==> src/include/wotc_pkg.sv <==
/*
 * wotc_pkg: register offsets, field positions, reset values and filter
 * constants of the selective-wake trim and recovery register bank.
 * Assumes a 7-bit register address space reached by 16-bit serial frames.
 */
`default_nettype none

package wotc_pkg;
    // ------------------------------------------------------------------
    // register addresses (7-bit)
    // ------------------------------------------------------------------
    localparam logic [6:0] ADDR_OSC_FINE_TRIM = 7'h38;
    localparam logic [6:0] ADDR_WAKE_OPTIONS_COARSE_TRIM = 7'h39;
    localparam logic [6:0] ADDR_OSC_CALIBRATION_HIGH = 7'h3a;
    localparam logic [6:0] ADDR_OSC_CALIBRATION_LOW = 7'h3b;
    localparam logic [6:0] ADDR_CLOCK_RECOVERY_CONTROL_ONE = 7'h3c;

    // ------------------------------------------------------------------
    // field positions
    // ------------------------------------------------------------------
    localparam int OPT_RX_SEL_BIT = 7;
    localparam int OPT_COARSE_MSB = 4;
    localparam int CDR_FILT_MSB = 3;
    localparam int CDR_FILT_LSB = 2;
    localparam int RECOVERY_ENABLE_BIT = 0;
    localparam logic [1:0] TRIM_UNLOCK_CODE = 2'h3;

    // ------------------------------------------------------------------
    // reset values
    // ------------------------------------------------------------------
    localparam logic [7:0] CAL_RESET = 8'h00;
    localparam logic [1:0] FILT_RESET = 2'h1;

    // ------------------------------------------------------------------
    // frame layout and filter constants
    // ------------------------------------------------------------------
    localparam int FRAME_BITS = 16;
    localparam int FRAME_CNT_W = 4;
    localparam int FRAME_WRITE_BIT = 7;

    typedef enum logic [1:0] {
        WOTC_FILT_8 = 2'b00,
        WOTC_FILT_16 = 2'b01,
        WOTC_FILT_32 = 2'b10,
        WOTC_FILT_ADAPT = 2'b11
    } wotc_filt_t;

    localparam logic [5:0] TC_8 = 6'h08;
    localparam logic [5:0] TC_16 = 6'h10;
    localparam logic [5:0] TC_32 = 6'h20;
    localparam logic [3:0] EDGE_FAST_MAX = 4'h3;
    localparam logic [3:0] EDGE_MID_MAX = 4'h8;
endpackage : wotc_pkg

`default_nettype wire

==> src/include/wotc_frame_if.sv <==
/*
 * wotc_frame_if: one decoded serial register access, passed from the
 * frame shifter to the register bank.
 * Assumes one clock domain; strobe is one cycle wide.
 */
`timescale 1ns/100ps
`default_nettype none

interface wotc_frame_if;
    logic strobe;
    logic write;
    logic [6:0] addr;
    logic [7:0] wdata;

    modport src (output strobe, output write, output addr, output wdata);
    modport dst (input strobe, input write, input addr, input wdata);
endinterface : wotc_frame_if

`default_nettype wire

==> src/hw/wotc_regs.sv <==
/*
 * wotc_regs: selective-wake oscillator trim, receiver select,
 * calibration readback and clock-recovery control registers.
 * Assumes the unlock field, restart request, calibration result and
 * falling-edge spacing measurement come from neighbouring logic.
 */
// Contract
// - trim code bits writable only while unlock field equals 11
// - trim bits 0..4 give a monotonic 32-step fine adjust; code feeds all eight fine trim bits 0..7 to the trim code
// - coarse trim bits 8..12 live in options bits 4:0
// - options bit 7 picks receiver, writable only when unlocked
// - reserved bits always read as zero
// - two read-only calibration bytes, cleared by power-on or soft reset
// - filter select 00/01/10 gives time constant 8/16/32
// - select 11 adapts constant to falling-edge spacing
// - control bit 0 enables recovery; reset value 0000 0100
// - restart clears recovery enable, keeps filter select
// - reset clears receiver select; restart keeps it
// - no reset forces a value onto the fine trim register
// - access is a 16-bit frame: address, mode bit, data
`timescale 1ns/100ps
`default_nettype none

module wotc_regs (
    // clock and resets
    input wire logic i_clk,
    input wire logic i_rst,
    input wire logic i_restart,
    // serial register port
    input wire logic i_cs_n,
    input wire logic i_sclk,
    input wire logic i_sdi,
    output logic o_sdo,
    // neighbouring logic
    input wire logic [1:0] i_trim_unlock,
    input wire logic i_cal_valid,
    input wire logic [7:0] i_cal_high,
    input wire logic [7:0] i_cal_low,
    input wire logic [3:0] i_edge_spacing,
    // block outputs
    output logic [12:0] o_oscillator_trim_code,
    output logic o_wake_receiver_select,
    output logic o_recovery_enable,
    output logic [5:0] o_filter_time_constant
);
    wotc_frame_if frm ();

    wotc_frame_rx u_frame (
        .i_clk(i_clk),
        .i_rst(i_rst),
        .i_cs_n(i_cs_n),
        .i_sclk(i_sclk),
        .i_sdi(i_sdi),
        .frm(frm)
    );

    logic [7:0] fine_trim;
    logic [4:0] coarse_trim;
    logic rx_select;
    logic [7:0] cal_high;
    logic [7:0] cal_low;
    logic [1:0] filt_sel;
    logic recovery_enable;
    logic unlocked;
    logic wr;
    logic [7:0] next_rdata;
    logic [7:0] rdata;
    logic [15:0] out_shift;
    logic sclk_q;
    logic cs_n_q;
    logic [5:0] next_tc;

    assign unlocked = (i_trim_unlock == wotc_pkg::TRIM_UNLOCK_CODE);
    assign wr = frm.strobe && frm.write;

    // ------------------------------------------------------------------
    // fine trim
    // ------------------------------------------------------------------
    // no reset term: keeps trimmed contents over every reset
    // all eight bits feed the oscillator unchanged
    always_ff @(posedge i_clk) begin
        if (wr && unlocked && frm.addr == wotc_pkg::ADDR_OSC_FINE_TRIM)
            fine_trim <= frm.wdata;
    end

    // ------------------------------------------------------------------
    // options and coarse trim
    // ------------------------------------------------------------------
    // coarse trim, not forced by any reset
    always_ff @(posedge i_clk) begin
        if (wr && unlocked &&
                frm.addr == wotc_pkg::ADDR_WAKE_OPTIONS_COARSE_TRIM)
            coarse_trim <= frm.wdata[wotc_pkg::OPT_COARSE_MSB:0];
    end

    // cleared by reset, held across restart
    always_ff @(posedge i_clk) begin
        if (i_rst)
            rx_select <= 1'b0;
        else if (wr && unlocked &&
                frm.addr == wotc_pkg::ADDR_WAKE_OPTIONS_COARSE_TRIM)
            rx_select <= frm.wdata[wotc_pkg::OPT_RX_SEL_BIT];
    end

    // ------------------------------------------------------------------
    // calibration readback
    // ------------------------------------------------------------------
    // captured from the calibration engine only
    always_ff @(posedge i_clk) begin
        if (i_rst) begin
            cal_high <= wotc_pkg::CAL_RESET;
            cal_low <= wotc_pkg::CAL_RESET;
        end else if (i_cal_valid) begin
            cal_high <= i_cal_high;
            cal_low <= i_cal_low;
        end
    end

    // ------------------------------------------------------------------
    // clock recovery control
    // ------------------------------------------------------------------
    // reset gives disabled, constant 16
    always_ff @(posedge i_clk) begin
        if (i_rst) begin
            filt_sel <= wotc_pkg::FILT_RESET;
        end else if (wr &&
                frm.addr == wotc_pkg::ADDR_CLOCK_RECOVERY_CONTROL_ONE) begin
            filt_sel <= frm.wdata[wotc_pkg::CDR_FILT_MSB:
                                  wotc_pkg::CDR_FILT_LSB];
        end
    end

    // restart drops enable but leaves filter select
    always_ff @(posedge i_clk) begin
        if (i_rst || i_restart)
            recovery_enable <= 1'b0;
        else if (wr &&
                frm.addr == wotc_pkg::ADDR_CLOCK_RECOVERY_CONTROL_ONE)
            recovery_enable <= frm.wdata[wotc_pkg::RECOVERY_ENABLE_BIT];
    end

    // fixed constants, adaptive by edge spacing
    always_comb begin
        next_tc = wotc_pkg::TC_16;
        case (wotc_pkg::wotc_filt_t'(filt_sel))
            wotc_pkg::WOTC_FILT_8: next_tc = wotc_pkg::TC_8;
            wotc_pkg::WOTC_FILT_16: next_tc = wotc_pkg::TC_16;
            wotc_pkg::WOTC_FILT_32: next_tc = wotc_pkg::TC_32;
            default: begin
                if (i_edge_spacing <= wotc_pkg::EDGE_FAST_MAX)
                    next_tc = wotc_pkg::TC_32;
                else if (i_edge_spacing <= wotc_pkg::EDGE_MID_MAX)
                    next_tc = wotc_pkg::TC_16;
                else
                    next_tc = wotc_pkg::TC_8;
            end
        endcase
    end

    always_ff @(posedge i_clk) begin
        if (i_rst) begin
            o_oscillator_trim_code <= 13'h0000;
            o_wake_receiver_select <= 1'b0;
            o_recovery_enable <= 1'b0;
            o_filter_time_constant <= wotc_pkg::TC_16;
        end else begin
            o_oscillator_trim_code <= {coarse_trim, fine_trim};
            o_wake_receiver_select <= rx_select;
            o_recovery_enable <= recovery_enable;
            o_filter_time_constant <= next_tc;
        end
    end

    // ------------------------------------------------------------------
    // read path
    // ------------------------------------------------------------------
    // reserved bits return zero
    always_comb begin
        if (frm.addr == wotc_pkg::ADDR_OSC_FINE_TRIM)
            next_rdata = fine_trim;
        else if (frm.addr == wotc_pkg::ADDR_WAKE_OPTIONS_COARSE_TRIM)
            next_rdata = {rx_select, 2'b00, coarse_trim};
        else if (frm.addr == wotc_pkg::ADDR_OSC_CALIBRATION_HIGH)
            next_rdata = cal_high;
        else if (frm.addr == wotc_pkg::ADDR_OSC_CALIBRATION_LOW)
            next_rdata = cal_low;
        else if (frm.addr == wotc_pkg::ADDR_CLOCK_RECOVERY_CONTROL_ONE)
            next_rdata = {4'h0, filt_sel, 1'b0, recovery_enable};
        else
            next_rdata = 8'h00;
    end

    // read data of a frame comes back in the next frame's data byte
    always_ff @(posedge i_clk) begin
        if (i_rst)
            rdata <= 8'h00;
        else if (frm.strobe)
            rdata <= next_rdata;
    end

    always_ff @(posedge i_clk) begin
        if (i_rst) begin
            sclk_q <= 1'b0;
            cs_n_q <= 1'b1;
        end else begin
            sclk_q <= i_sclk;
            cs_n_q <= i_cs_n;
        end
    end

    always_ff @(posedge i_clk) begin
        if (i_rst)
            out_shift <= 16'h0000;
        else if (!i_cs_n && cs_n_q)
            out_shift <= {8'h00, rdata};
        else if (!i_cs_n && !i_sclk && sclk_q)
            out_shift <= {out_shift[14:0], 1'b0};
    end

    always_ff @(posedge i_clk) begin
        if (i_rst)
            o_sdo <= 1'b0;
        else
            o_sdo <= out_shift[15];
    end
endmodule : wotc_regs

`default_nettype wire

==> src/hw/wotc_frame_rx.sv <==
/*
 * wotc_frame_rx: shifts 16 serial bits (address byte first, msb first)
 * and emits one decoded access when the frame closes.
 * Assumes chip select and serial clock sampled synchronously to i_clk.
 */
`timescale 1ns/100ps
`default_nettype none

module wotc_frame_rx (
    // clock and reset
    input wire logic i_clk,
    input wire logic i_rst,
    // serial pins (synchronous samples)
    input wire logic i_cs_n,
    input wire logic i_sclk,
    input wire logic i_sdi,
    // decoded access
    wotc_frame_if.src frm
);
    logic [15:0] shift;
    logic [wotc_pkg::FRAME_CNT_W:0] count;
    logic sclk_q;
    logic cs_n_q;

    always_ff @(posedge i_clk) begin
        if (i_rst) begin
            sclk_q <= 1'b0;
            cs_n_q <= 1'b1;
        end else begin
            sclk_q <= i_sclk;
            cs_n_q <= i_cs_n;
        end
    end

    // ------------------------------------------------------------------
    // shift on rising serial clock inside the frame
    // ------------------------------------------------------------------
    always_ff @(posedge i_clk) begin
        if (i_rst || i_cs_n) begin
            count <= '0;
            shift <= 16'h0000;
        end else if (i_sclk && !sclk_q) begin
            shift <= {shift[14:0], i_sdi};
            if (count != 5'(wotc_pkg::FRAME_BITS))
                count <= count + 5'h01;
        end
    end

    // 16-bit frame decode
    // short frames are dropped: no partial register update; long frames decode their last 16 bits
    always_ff @(posedge i_clk) begin
        if (i_rst) begin
            frm.strobe <= 1'b0;
            frm.write <= 1'b0;
            frm.addr <= 7'h00;
            frm.wdata <= 8'h00;
        end else begin
            frm.strobe <= i_cs_n && !cs_n_q &&
                (count == 5'(wotc_pkg::FRAME_BITS));
            frm.addr <= shift[15:9];
            frm.write <= shift[8];
            frm.wdata <= shift[7:0];
        end
    end
endmodule : wotc_frame_rx

`default_nettype wire

==> config.mk <==
export PLATFORM = sky130hd
export DESIGN_NAME = wotc_regs
export DESIGN_NICKNAME = d
export VERILOG_FILES = /design/src/include/wotc_pkg.sv /design/src/include/wotc_frame_if.sv /design/src/hw/wotc_regs.sv /design/src/hw/wotc_frame_rx.sv
export SDC_FILE = /design/constraint.sdc
export NUM_CORES = 1
export LEC_CHECK = 0
export BUFFER_PORTS_ARGS = -buffer_cell sky130_fd_sc_hd__buf_2
export CAP_MARGIN = 5
export CELL_PAD_IN_SITES_DETAIL_PLACEMENT = 1
export CELL_PAD_IN_SITES_GLOBAL_PLACEMENT = 1
export CORE_UTILIZATION = 40
export DETAILED_ROUTE_END_ITERATION = 12
export PLACE_DENSITY = 0.73
export SYNTH_ARGS = -nofsm -noshare
export SYNTH_HDL_FRONTEND = slang
export SYNTH_HIERARCHICAL = 1
export SYNTH_SLANG_ARGS = --single-unit
==> constraint.sdc <==
create_clock -name i_clk -period 1.75 [get_ports i_clk]
set_input_delay 0.525 -clock i_clk [delete_from_list [all_inputs] [get_ports i_clk]]
set_output_delay 0.525 -clock i_clk [all_outputs]
set_load 0.02 [all_outputs]
**Yosys cells after proc, flatten, opt, wreduce, memory -nomap -nowiden**

Cells that the tools add are included.

- Input bits: 29
- Register bits: 119
- Output and inout bits: 22
- Logic and storage cells: 67

- Magnitude comparators: 2
- Muxes and demuxes: 10
- Eq/ne operators: 10
- Reduce and logical (&&, ||, !) cells: 21
- Add/sub/neg operators: 1

Operators with widths:

| cell | number |
|---|---|
| $mux W8 | 6 |
| $eq A7 B6 Y1 const B | 5 |
| $pmux W6 S3 | 1 |
| $logic_and A1 B1 Y1 | 11 |
| $mux W6 | 1 |
| $add A5 B1 Y5 const B | 1 |
| $eq A5 B5 Y1 const B | 1 |
| $mux W5 | 1 |
| $ne A5 B5 Y1 const B | 1 |
| $eq A2 B2 Y1 const B | 2 |
| $le A4 B2 Y1 const B | 1 |
| $le A4 B4 Y1 const B | 1 |
| $logic_not A1 Y1 | 4 |
| $mux W4 | 1 |
| $eq A2 B1 Y1 const B | 1 |
| $logic_not A2 Y1 | 1 |
| $logic_or A1 B1 Y1 | 2 |
| $reduce_and A2 Y1 | 1 |
| $reduce_bool A2 Y1 | 1 |
| $reduce_or A2 Y1 | 1 |

**Depth between registers and ports, before layout**

Gate-level depths: netlist of the first run.

- Depth in word-level cells: 6
- Gate-level depth with buffers: 5

**Cells and area by module**

Netlist of the first run, hierarchy kept.

By module, submodules not included:

| module | area each (um^2) | instances | cells each |
|---|---|---|---|
| wotc_regs | 2987.9 | 1 | 272 |
| wotc_frame_rx | 1332.5 | 1 | 141 |

**Least setup slack after synthesis of the first run**

Ideal clock, no wire load.

- Path kind: register to register
- Start point: register u_frame.frm.addr[5]
- End point: register fine_trim[0], enable pin
- Stages on the path, launching flop included: 5
- Setup time: 370 ps
- Clock period less this slack: 1871 ps
- Arrival time: 1500 ps
- Buffers on the path: 1
- Path slack: -121 ps
- Cells stage by stage: dfxtp_1 nand4b_4 buf_2 or4_1 nor2_1

- Longest elaborated chain between the ends: 2

RTL lines:

| item | RTL line | source |
|---|---|---|
| from (decl) | wotc_frame_if.sv:15 | `modport src (output strobe, output write, output addr, output wdata);` |
| from (signal assigned) | wotc_frame_rx.sv:60 | `frm.addr <= shift[15:9];` |
| $eq A7 B6 Y1 | wotc_regs.sv:82 | `if (wr && unlocked && frm.addr == wotc_pkg::ADDR_OSC_FINE_TRIM)` |
| $logic_and A1 B1 Y1 | wotc_regs.sv:82 |  |
| to (signal assigned) | wotc_regs.sv:83 | `fine_trim <= frm.wdata;` |
| to (decl) | wotc_regs.sv:57 | `logic [7:0] fine_trim;` |

No other way between the ends.
A chain may end at the register's enable or synchronous reset.

**Final worst setup path of the first run**

- Start point: register u_frame.frm.addr[0]
- End point: register fine_trim[6], enable pin

The elaborated chain is that of the path after synthesis.

==> summary.md, run 1 <==
| Metric | Value |
|---|---|
| DP HPWL | about 7000 um |
| Synth-to-layout area growth | 23.7% |
| Routed met2 length | 5200 um |
| Clk buf depth | 2 |
| Initial antenna violation count | 0 |
| Synthesized area | roughly 0.0043 sq mm |
| Crit path required time | 1980 ps |
| Area of the multi-input gates | about 0.0017 sq mm |
| MaxCap Viol Count | 0 |
| DRT Wirelength | ~10000 um |
| Commonest cells after routing, fill and taps aside | 105 x dfxtp_1, 47 x nor2_1, 47 x buf_2 |
| Number of port buffers | 47 |
| PwrDens | 1240 mW/mm^2 |
| XOR/XNOR Fraction of Synth Area | less than 1% |
| Mux contribution to synthesized area | 8.20% |
| M1 WL | approximately 4300 um |
| Met3 routed wirelength | about 300 um |
| Status | finished clean |
| P_leak | roughly 2.1 nW |
| Async set or reset register ratio after synthesis | 0% |
| Total track usage | ~20% |
| Yosys cell types | 50 |
| CTS Sinks | 118 |
| Warnings, synthesis | 6 |
| Core Util, Final | a little over 50% |
| Worst hold endpoint | recovery_enable$_SDFFE_PP0P_ |
| Starting Density | 41.5% |
| Die area | around 0.011 sq mm |
| Layout cells sized above 1 | 22.3% |
| Syn avg cell area | around 10 sq um |
| Wire per inst | 16.3 um |
| Crit path time final | between 1500 and 2000 ps |
| Main flop type after synthesis | dfxtp_1 |
| Hold Vio Cnt, Final | 0 |
| Switching pwr | between 0.001 and 0.0015 W |
| Dpl cell area | 0.00473 sq mm |
| Seq/Total Area, Yosys | 57.7% |
| Rows | 37 |
| Worst skew pair latency | about 520 ps |
| Core box area | 0.0104 sq mm |
| Detailed router's first-iteration violation count | ~100 |
| Cell Int Power | roughly 0.0053 W |
| VDD IR max | 500 uV |
| Commonest non-fill, non-tap cell in the layout | dfxtp_1 |
| Routed Antenna Nets | 0 |
| EDFF count, synth | 13 |
| Synth Instances | slightly above 400 |
| Vias in the first global route | about 3400 |
| Hold Crit Class | in -> reg |
| First-pass DRT Iterations | 4 |
| CTS root buf | clkbuf_8 |
| Fillers | ~1200 |
| WHS | about 190 ps |
| # resized after CTS | 0 |
| Worst reg2reg path depth | 3 |
| Global-route wire length before repair | 16700 um |
| Simple-Gate Fraction of Synth Area | 20.1% |
| Adder-cell area share of the yosys netlist | less than 1% |
| Boundary Pins | a little over 50 |
| Post-Route Setup TNS | 0 ps |
| Vias per cell | 5.07 |
| Clock transition at path regs | about 60 ps |
| CTS tree | built |
| Switching share of power | ~20% |
| Highest Clock Rate | slightly above 600 MHz |
| Final Skew | between 15 and 20 ps |
| Setup crit end kind | flop |
| Crit Reg-Reg Startpoint | u_frame/frm.addr[0]$_SDFF_PP0_ |
| Pin count of the biggest net entering global routing | 29 |
| Worst Path Arrival | between 1500 and 2000 ps |
| Reg area | ~0.0025 sq mm |
| Hold path cells | 2 |
| Final setup violation count | 0 |
| Post-CTS Hold Buffers | 0 |
| Top Layer Used | met4 |
| Seq cells post-synth | around 120 |
| Final net count | approximately 500 |
| Gr ovfl total | 0 |
| Die Y | 106 um |
| Final Instance Area | between 0.005 and 0.006 sq mm |
| Critical Path Source Type | flop |
| Reg power frac | about 42% |
| Combinational family with the most area after synthesis | simple AND/OR/NAND/NOR gates |
| Combinational power share | ~3.3% |
| Final period util | 92.6% |
| Global placer's final weighted congestion | 0.775 |
| Clock Power Share | between 50% and 60% |
| Setup slack at placement | between 100 and 150 ps |
| Chip Width | ~110 um |
| Postcts setup bufs | 0 |
| H-tree Lvls | 4 |
| Max Slew Vio Count | 0 |
| Vias | roughly 3100 |
| Worst Setup Slack, final | ~130 ps |
| RSZ-0062 raised after global routing | no |
| Worst Hold Launch | i_restart |
| Setup CP Type | reg -> reg |
| R2R Path End | fine_trim[6]$_DFFE_PP_ |
| Worst Setup SP | u_frame/frm.addr[0]$_SDFF_PP0_ |
| Antenna Cells | 0 |
| CTS Buf Count | 17 |
| Crit-path max FO | 8 |
| Reg2reg setup slack | 130 ps |
| Synth Area in Compound Gates | about a tenth |
| # DRC | 0 |
-- sequential cells by signal, indices dropped and copies added, names as in the netlist, 2 cells and up --
name	flops
coarse_trim	5
out_shift	16
u_frame/shift	16
fine_trim	8
filt_sel	2
o_oscillator_trim_code	13
rdata	8
cal_low	8
cal_high	8
u_frame/count	5
u_frame/frm.addr	7
o_filter_time_constant	3
u_frame/frm.wdata	8
-- area by class of cell --
type | instances | area share, %
flip-flops and latches | 118 | 46.6
well taps | 136 | 3.18
clock buffers | 24 | 8.80
clock inverters | 8 | 2.72
repair buffers | 63 | 6.65
multi-input cells | 264 | 31.5
inverters | 7 | 0.492
-- synthesized netlist by cell type, drive strengths merged, types with 2 or more instances --
master  instances  area, sq um
a21oi          22          110
a221o           3         30.0
a222oi          7         70.1
a311oi          3         45.0
a31oi           2         12.5
buf            15         83.8
clkbuf         11         42.5
dfxtp         105         2100
edfxtp         13          390
ha              2         25.0
inv             7         26.3
mux2            3         33.8
mux2i          32          320
nand2          42          158
nand2b          3         18.8
nand3           5         25.0
nor2           48          180
nor2b          39          244
nor3            3         20.0
nor3b           4         46.3
o21ai          15         75.1
o221ai          3         26.3
or2             3         18.8
or3             6         37.5
-- worst max-delay path by stage --
stage | end | cells after the start
floorplan | fine_trim[0]$_DFFE_PP_ | 4
global route | recovery_enable$_SDFFE_PP0P_ | 4
global placement | coarse_trim[2]$_DFFE_PP_ | 4
CTS | recovery_enable$_SDFFE_PP0P_ | 4
detailed placement | coarse_trim[3]$_DFFE_PP_ | 4
finish | fine_trim[6]$_DFFE_PP_ | 3
-- cell families after synthesis --
logic type,Yosys count
mux,35
fa+ha+maj,2
compound gates,61
xor+xnor,1
flops,118
buf+inv,33
simple gates,162
other cells,1
-- critical path, cell delays in order, from the launching register on --
cell,delay (ps)
dfxtp_1,390
or4_1,620
nor2_2,120
buf_4,190
-- power groups by stage --
stage                     Sequential [W]  Combinational [W]  Clock [W]
final                            0.00279           0.000220    0.00360
after floorplan                  0.00285           0.000132          0
after CTS                        0.00279           0.000224    0.00365
after global routing             0.00279           0.000242    0.00379
after detailed placement         0.00285           0.000222          0
after global placement           0.00285           0.000215          0
-- metrics by stage --
step / total power [W] / std cells
finish: 0.00661 / 620
floorplan: 0.00298 / 415
detailed placement: 0.00307 / 588
global route: 0.00683 / 620
CTS: 0.00667 / 620
global placement: 0.00306 / 588
-- metal layers --
metal | vias to the layer above | track usage, %
li1 | 1535 | -
met2 | 49 | 34.1
met3 | 21 | 4.84
met1 | 1539 | 22.3
met4 | 0 | 10.9
met5 | - | 0
Note: power is estimated with default switching activity, not from simulation.
==> run 2: changes to the inputs <==
- CELL_PAD_IN_SITES_DETAIL_PLACEMENT: 1 -> default
- CELL_PAD_IN_SITES_GLOBAL_PLACEMENT: 1 -> default
- PLACE_DENSITY: 0.73 -> default
- clock period: 1.75 -> 1.6 ns (I/O delays scaled with it)
==> run 2 against run 1 <==
Net effect: cell count up 0.16%; sequential power up 9.3%; core utilization down 0.40 points; fmax up 8.7%; sequential share of layout area up 0.36 points.
==> summary.md, run 2 (synthesis results as in run 1) <==
| Metric | Value |
|---|---|
| DP HPWL | 6100 um (-12%) |
| Total track usage | 16.4% (-3.4 points) |
| Post-Route Setup TNS | 0 ps (unchanged) |
| Rows | 37 (unchanged) |
| Final setup violation count | 0 (unchanged) |
| Starting Density | 41.5% (unchanged) |
| H-tree Lvls | 4 (unchanged) |
| Status | finished clean |
| Setup crit end kind | flop |
| Crit path time final | 1490 ps (-129 ps) |
| Largest registers | out_shift (16), u_frame/shift (16), o_oscillator_trim_code (13) |
| Die Y | 106 um (unchanged) |
| GR Util met1 | 19.9% (-2.4 points) |
| Final net count | 503 (+0.20%) |
| Max Slew Vio Count | 0 (unchanged) |
| Core box area | 0.0104 sq mm (unchanged) |
| Postcts setup bufs | 0 (unchanged) |
| Final Skew | 7.05 ps (-11.0 ps) |
| Power Total | 0.00680 W (+2.9%) |
| Boundary Pins | 51 (unchanged) |
| Chip Width | 106 um (unchanged) |
| Synth-to-layout area growth | 22.8% |
| Worst slew pin tran | between 500 and 600 ps |
| Hold Crit Class | in -> reg |
| Detailed router's first-iteration violation count | 154 (+48%) |
| # resized after CTS | 0 (unchanged) |
| Global placer's final weighted congestion | 0.758 (-2.2%) |
| DRT Wirelength | 8530 um (-16%) |
| RSZ-0062 raised after global routing | no |
| Global-route wire length before repair | 13900 um (-16%) |
| CTS tree | built |
| Met3 usage | 5.15% (+0.31 points) |
| Worst skew pair latency | 510 ps (about the same) |
| Die area | 0.0112 sq mm (unchanged) |
| MaxCap Viol Count | 0 (unchanged) |
| Clk buf depth | 2 (unchanged) |
| P_leak | 2.05 nW (-1.0%) |
| Vias | 3028 (-3.7%) |
| Cell Count, Final, Fillers Out | 621 (+0.16%) |
| Grt peak-use layer | met2 |
| Wire per inst | 13.7 um (-16%) |
| Setup slack at placement | 62.5 ps (-47.3 ps) |
| Gr ovfl total | 0 (unchanged) |
| Highest Clock Rate | 671 MHz (+8.7%) |
| Setup CP Type | reg -> reg |
| Max_slew headroom | around 64% |
| Crit path required time | 1790 ps (-190 ps) |
| Clock transition at path regs | 50 ps (about the same) |
| # DRC | 0 (unchanged) |
| Pin count of the biggest net entering global routing | 32 (+10%) |
| CTS Sinks | 118 (unchanged) |
| Initial antenna violation count | 0 (unchanged) |
| Number of port buffers | 47 (unchanged) |
| Final period util | 93.2% (+0.59 points) |
| Worst Setup Slack, final | 109 ps (-20.7 ps) |
| Vias in the first global route | 2924 (-13%) |
| Cells after DPL | 589 (+0.17%) |
| Commonest cells after routing, fill and taps aside | 105 x dfxtp_1, 47 x nor2_1, 47 x buf_2 |
| Routed Antenna Nets | 0 (unchanged) |
| PwrDens | 1280 mW/mm^2 (+3.7%) |
| VDD IR max | 698 uV (+39%) |
| Hold Vio Cnt, Final | 0 (unchanged) |
| Antenna Cells | 0 (unchanged) |
| Worst Path Arrival | 1680 ps (-170 ps) |
| Commonest non-fill, non-tap cell in the layout | dfxtp_1 |
| CTS root buf | clkbuf_8 |
| Layout cells sized above 1 | 22.5% (+0.16 points) |
| Met2 Use GR | 26.1% (-8.0 points) |
| First-pass DRT Iterations | 5 (+1) |
| Crit-path max FO | 8 (unchanged) |
| Critical Path Source Type | flop |
| CTS Buf Count | 17 (unchanged) |
| Post-CTS Hold Buffers | 0 (unchanged) |
| Vias per cell | 4.88 (-3.8%) |
==> run 2: metrics by stage <==
step | util, % | hold WS, ps | instance area (sq um)
floorplan | - | 386 | 4350
global placement | 45.6 | 391 | 4750
detailed placement | 45.6 | 389 | 4750
CTS | 50.9 | 119 | 5300
global route | 50.9 | 120 | 5300
finish | 50.9 | 142 | 5300
==> run 2: path summary, 6_finish.rpt <==
path         slack [ps]                           end  cells past startpoint                            start
max                 110        fine_trim[4]$_DFFE_PP_                      3   u_frame/frm.addr[5]$_SDFF_PP0_
max reg2reg         110        fine_trim[4]$_DFFE_PP_                      3   u_frame/frm.addr[5]$_SDFF_PP0_
min reg2reg         400        fine_trim[5]$_DFFE_PP_                      0  u_frame/frm.wdata[5]$_SDFF_PP0_
min                 140  recovery_enable$_SDFFE_PP0P_                      2                        i_restart
==> run 2: layer usage <==
layer	vias up	wire length [um]
li1	1528	-
met1	1426	3840
met2	57	4160
met3	17	357
met4	0	172
met5	-	0
==> run 2: area by class of cell <==
type                            count  area, sq um
Clock buffer                       23          457
Clock inverter                      9          101
Fill cell                         945         5110
Inverter                            7         26.3
Multi-Input combinational cell    264         1690
Sequential cell                   118         2490
Tap cell                          136          170
Timing Repair Buffer               64          363
==> run 2: critical path, cell delays in order (launching register included) <==
cell and delay (ps):
dfxtp_1 350, nand4b_4 110, or4_4 460, nor2_4 250
==> run 2: report_power, final <==
group | switching (W) | leakage (nW) | total, W | internal [W]
logic | 0.000144 | 0.815 | 0.000232 | 0.0000880
clock network | 0.00124 | 0.265 | 0.00352 | 0.00228
registers | 0.0000233 | 0.967 | 0.00305 | 0.00303
total | 0.00141 | 2.05 | 0.00680 | 0.00540
==> run 3: changes to the inputs <==
- CTS_BUF_LIST: default -> sky130_fd_sc_hd__clkbuf_4 sky130_fd_sc_hd__clkbuf_8
- clock period: 1.6 -> 1.7 ns (I/O delays scaled with it)
==> run 3 against run 2 <==
Net effect: highest routed layer unchanged; clock skew up 7.7 ps; fmax down 4.9%; worst setup slack better by 23 ps; first-iteration DRC count decreased by 21%; combinational power decreased by 5%; critical path type unchanged.
==> summary.md, run 3 (synthesis results as in run 1) <==
| Metric | Value |
|---|---|
| Crit Reg-Reg Startpoint | u_frame/frm.addr[0]$_SDFF_PP0_ |
| Crit-path max FO | 8 (unchanged) |
| Worst path max stage delay | 610 ps (+150 ps) |
| P_leak | 1.96 nW (-4.5%) |
| Global placer's final weighted congestion | 0.754 (-0.49%) |
| Highest Clock Rate | 638 MHz (-4.9%) |
| VDD IR max | 463 uV (-34%) |
| Post-CTS Hold Buffers | 0 (unchanged) |
| Final Instance Area | 0.00511 sq mm (-3.7%) |
| Total track usage | 16.4% (-0.018 points) |
| CTS Sinks | 118 (unchanged) |
| Top delay family on crit path | simple AND/OR/NAND/NOR gates |
| Antenna Cells | 0 (unchanged) |
| Gr ovfl total | 0 (unchanged) |
| H-tree Lvls | 4 (unchanged) |
| DRT Wirelength | 8580 um (+0.49%) |
| RSZ-0062 raised after global routing | no |
| Vias in the first global route | 2976 (+1.8%) |
| Initial antenna violation count | 0 (unchanged) |
| Vias per cell | 4.83 (-0.90%) |
| Hold Vio Cnt, Final | 0 (unchanged) |
| CP Buf/Inv Count | 0 (unchanged) |
| Post-Route Setup TNS | 0 ps (unchanged) |
| Rows | 37 (unchanged) |
| Worst Path Arrival | 1660 ps (-20 ps) |
| Clock transition at path regs | 70 ps (+20 ps) |
| First-pass DRT Iterations | 4 (-1) |
| Final setup violation count | 0 (unchanged) |
| CTS tree | built |
| Setup CP Type | reg -> reg |
| Hold Crit Class | in -> reg |
| Postcts setup bufs | 0 (unchanged) |
| Commonest cells after routing, fill and taps aside | 105 x dfxtp_1, 47 x nor2_1, 47 x buf_2 |
| CTS Buf Count | 17 (unchanged) |
| Final net count | 501 (-0.40%) |
| Worst Setup Slack, final | 132 ps (+22.6 ps) |
| Boundary Pins | 51 (unchanged) |
| Critical Path Source Type | flop |
| Clk buf depth | 2 (unchanged) |
| Global-route wire length before repair | 14100 um (+0.84%) |
| Worst Hold Launch | i_restart |
| # DRC | 0 (unchanged) |
| MaxCap Viol Count | 0 (unchanged) |
| Dpl cell area | 0.00473 sq mm (-0.40%) |
| Die area | 0.0112 sq mm (unchanged) |
| Crit path time final | 1570 ps (+77.4 ps) |
| CTS root buf | clkbuf_8 |
| Vias | 2991 (-1.2%) |
| Final Skew | 14.8 ps (+7.73 ps) |
| # resized after CTS | 0 (unchanged) |
| Final period util | 92.2% (-0.93 points) |
| Detailed router's first-iteration violation count | 121 (-21%) |
| Status | finished clean |
| Core box area | 0.0104 sq mm (unchanged) |
| Cell Count, Final, Fillers Out | 619 (-0.32%) |
| Number of port buffers | 47 (unchanged) |
| Synth-to-layout area growth | 18.2% |
| Die Y | 106 um (unchanged) |
| Setup slack at placement | 99.6 ps (+37.1 ps) |
| Worst slew pin tran | 573 ps (+32.0 ps) |
| Worst skew pair latency | 420 ps (-90 ps) |
| PwrDens | 1080 mW/mm^2 (-16%) |
| Largest registers | out_shift (16), u_frame/shift (16), o_oscillator_trim_code (13) |
| Commonest non-fill, non-tap cell in the layout | dfxtp_1 |
| Layout cells sized above 1 | 23.0% (+0.51 points) |
| Wire per inst | 13.9 um (+0.82%) |
| Pin count of the biggest net entering global routing | 40 (+25%) |
| Max Slew Vio Count | 0 (unchanged) |
| Max_slew headroom | 61.7% (-2.1 points) |
| Chip Width | 106 um (unchanged) |
| Worst Setup SP | u_frame/frm.addr[0]$_SDFF_PP0_ |
| Cells after DPL | 587 (-0.34%) |
| Crit path cell chain | or4_1 -> nor2_4 |
| Crit path required time | 1790 ps (about the same) |
| Starting Density | 41.5% (unchanged) |
| Critical-path top delay cell | or4_1 |
| Routed Antenna Nets | 0 (unchanged) |
| Setup crit end kind | flop |
| DP HPWL | 6170 um (+1.1%) |
## run 3: path summary, 6_finish.rpt
kind	to	slack, ps	cells past startpoint
setup / recovery	fine_trim[3]$_DFFE_PP_	130	2
hold / removal	recovery_enable$_SDFFE_PP0P_	270	2
setup reg to reg	fine_trim[3]$_DFFE_PP_	130	2
hold reg to reg	fine_trim[6]$_DFFE_PP_	420	0
## run 3: per-layer routing
| metal | routed length, um | vias up | global-route usage (%) |
|---|---|---|---|
| met4 | 159 | 0 | 8.04 |
| met2 | 4310 | 47 | 27.3 |
| li1 | - | 1526 | - |
| met1 | 3830 | 1404 | 19.5 |
| met3 | 282 | 14 | 4.35 |
| met5 | 0 | - | 0 |
## run 3: layout make-up
class | instances | area, sq um
fill | 992 | 5310
sequential | 118 | 2490
multi-input combinational | 264 | 1690
timing repair buffer | 62 | 348
clock buffer | 22 | 284
tap | 136 | 170
clock inverter | 10 | 97.6
inverter | 7 | 26.3
## run 3: stage by stage
stage	power [W]	utilization (%)	hold WS, ps
CTS	0.00556	49.0	248
detailed placement	0.00315	45.4	407
floorplan	0.00307	-	386
global route	0.00571	49.0	252
global placement	0.00315	45.4	397
finish	0.00549	49.0	268
## run 3: report_power, final
group,leakage [nW],switching [W],internal [W]
sequential,0.967,0.0000204,0.00285
clock,0.187,0.00112,0.00129
combinational,0.801,0.000136,0.0000832
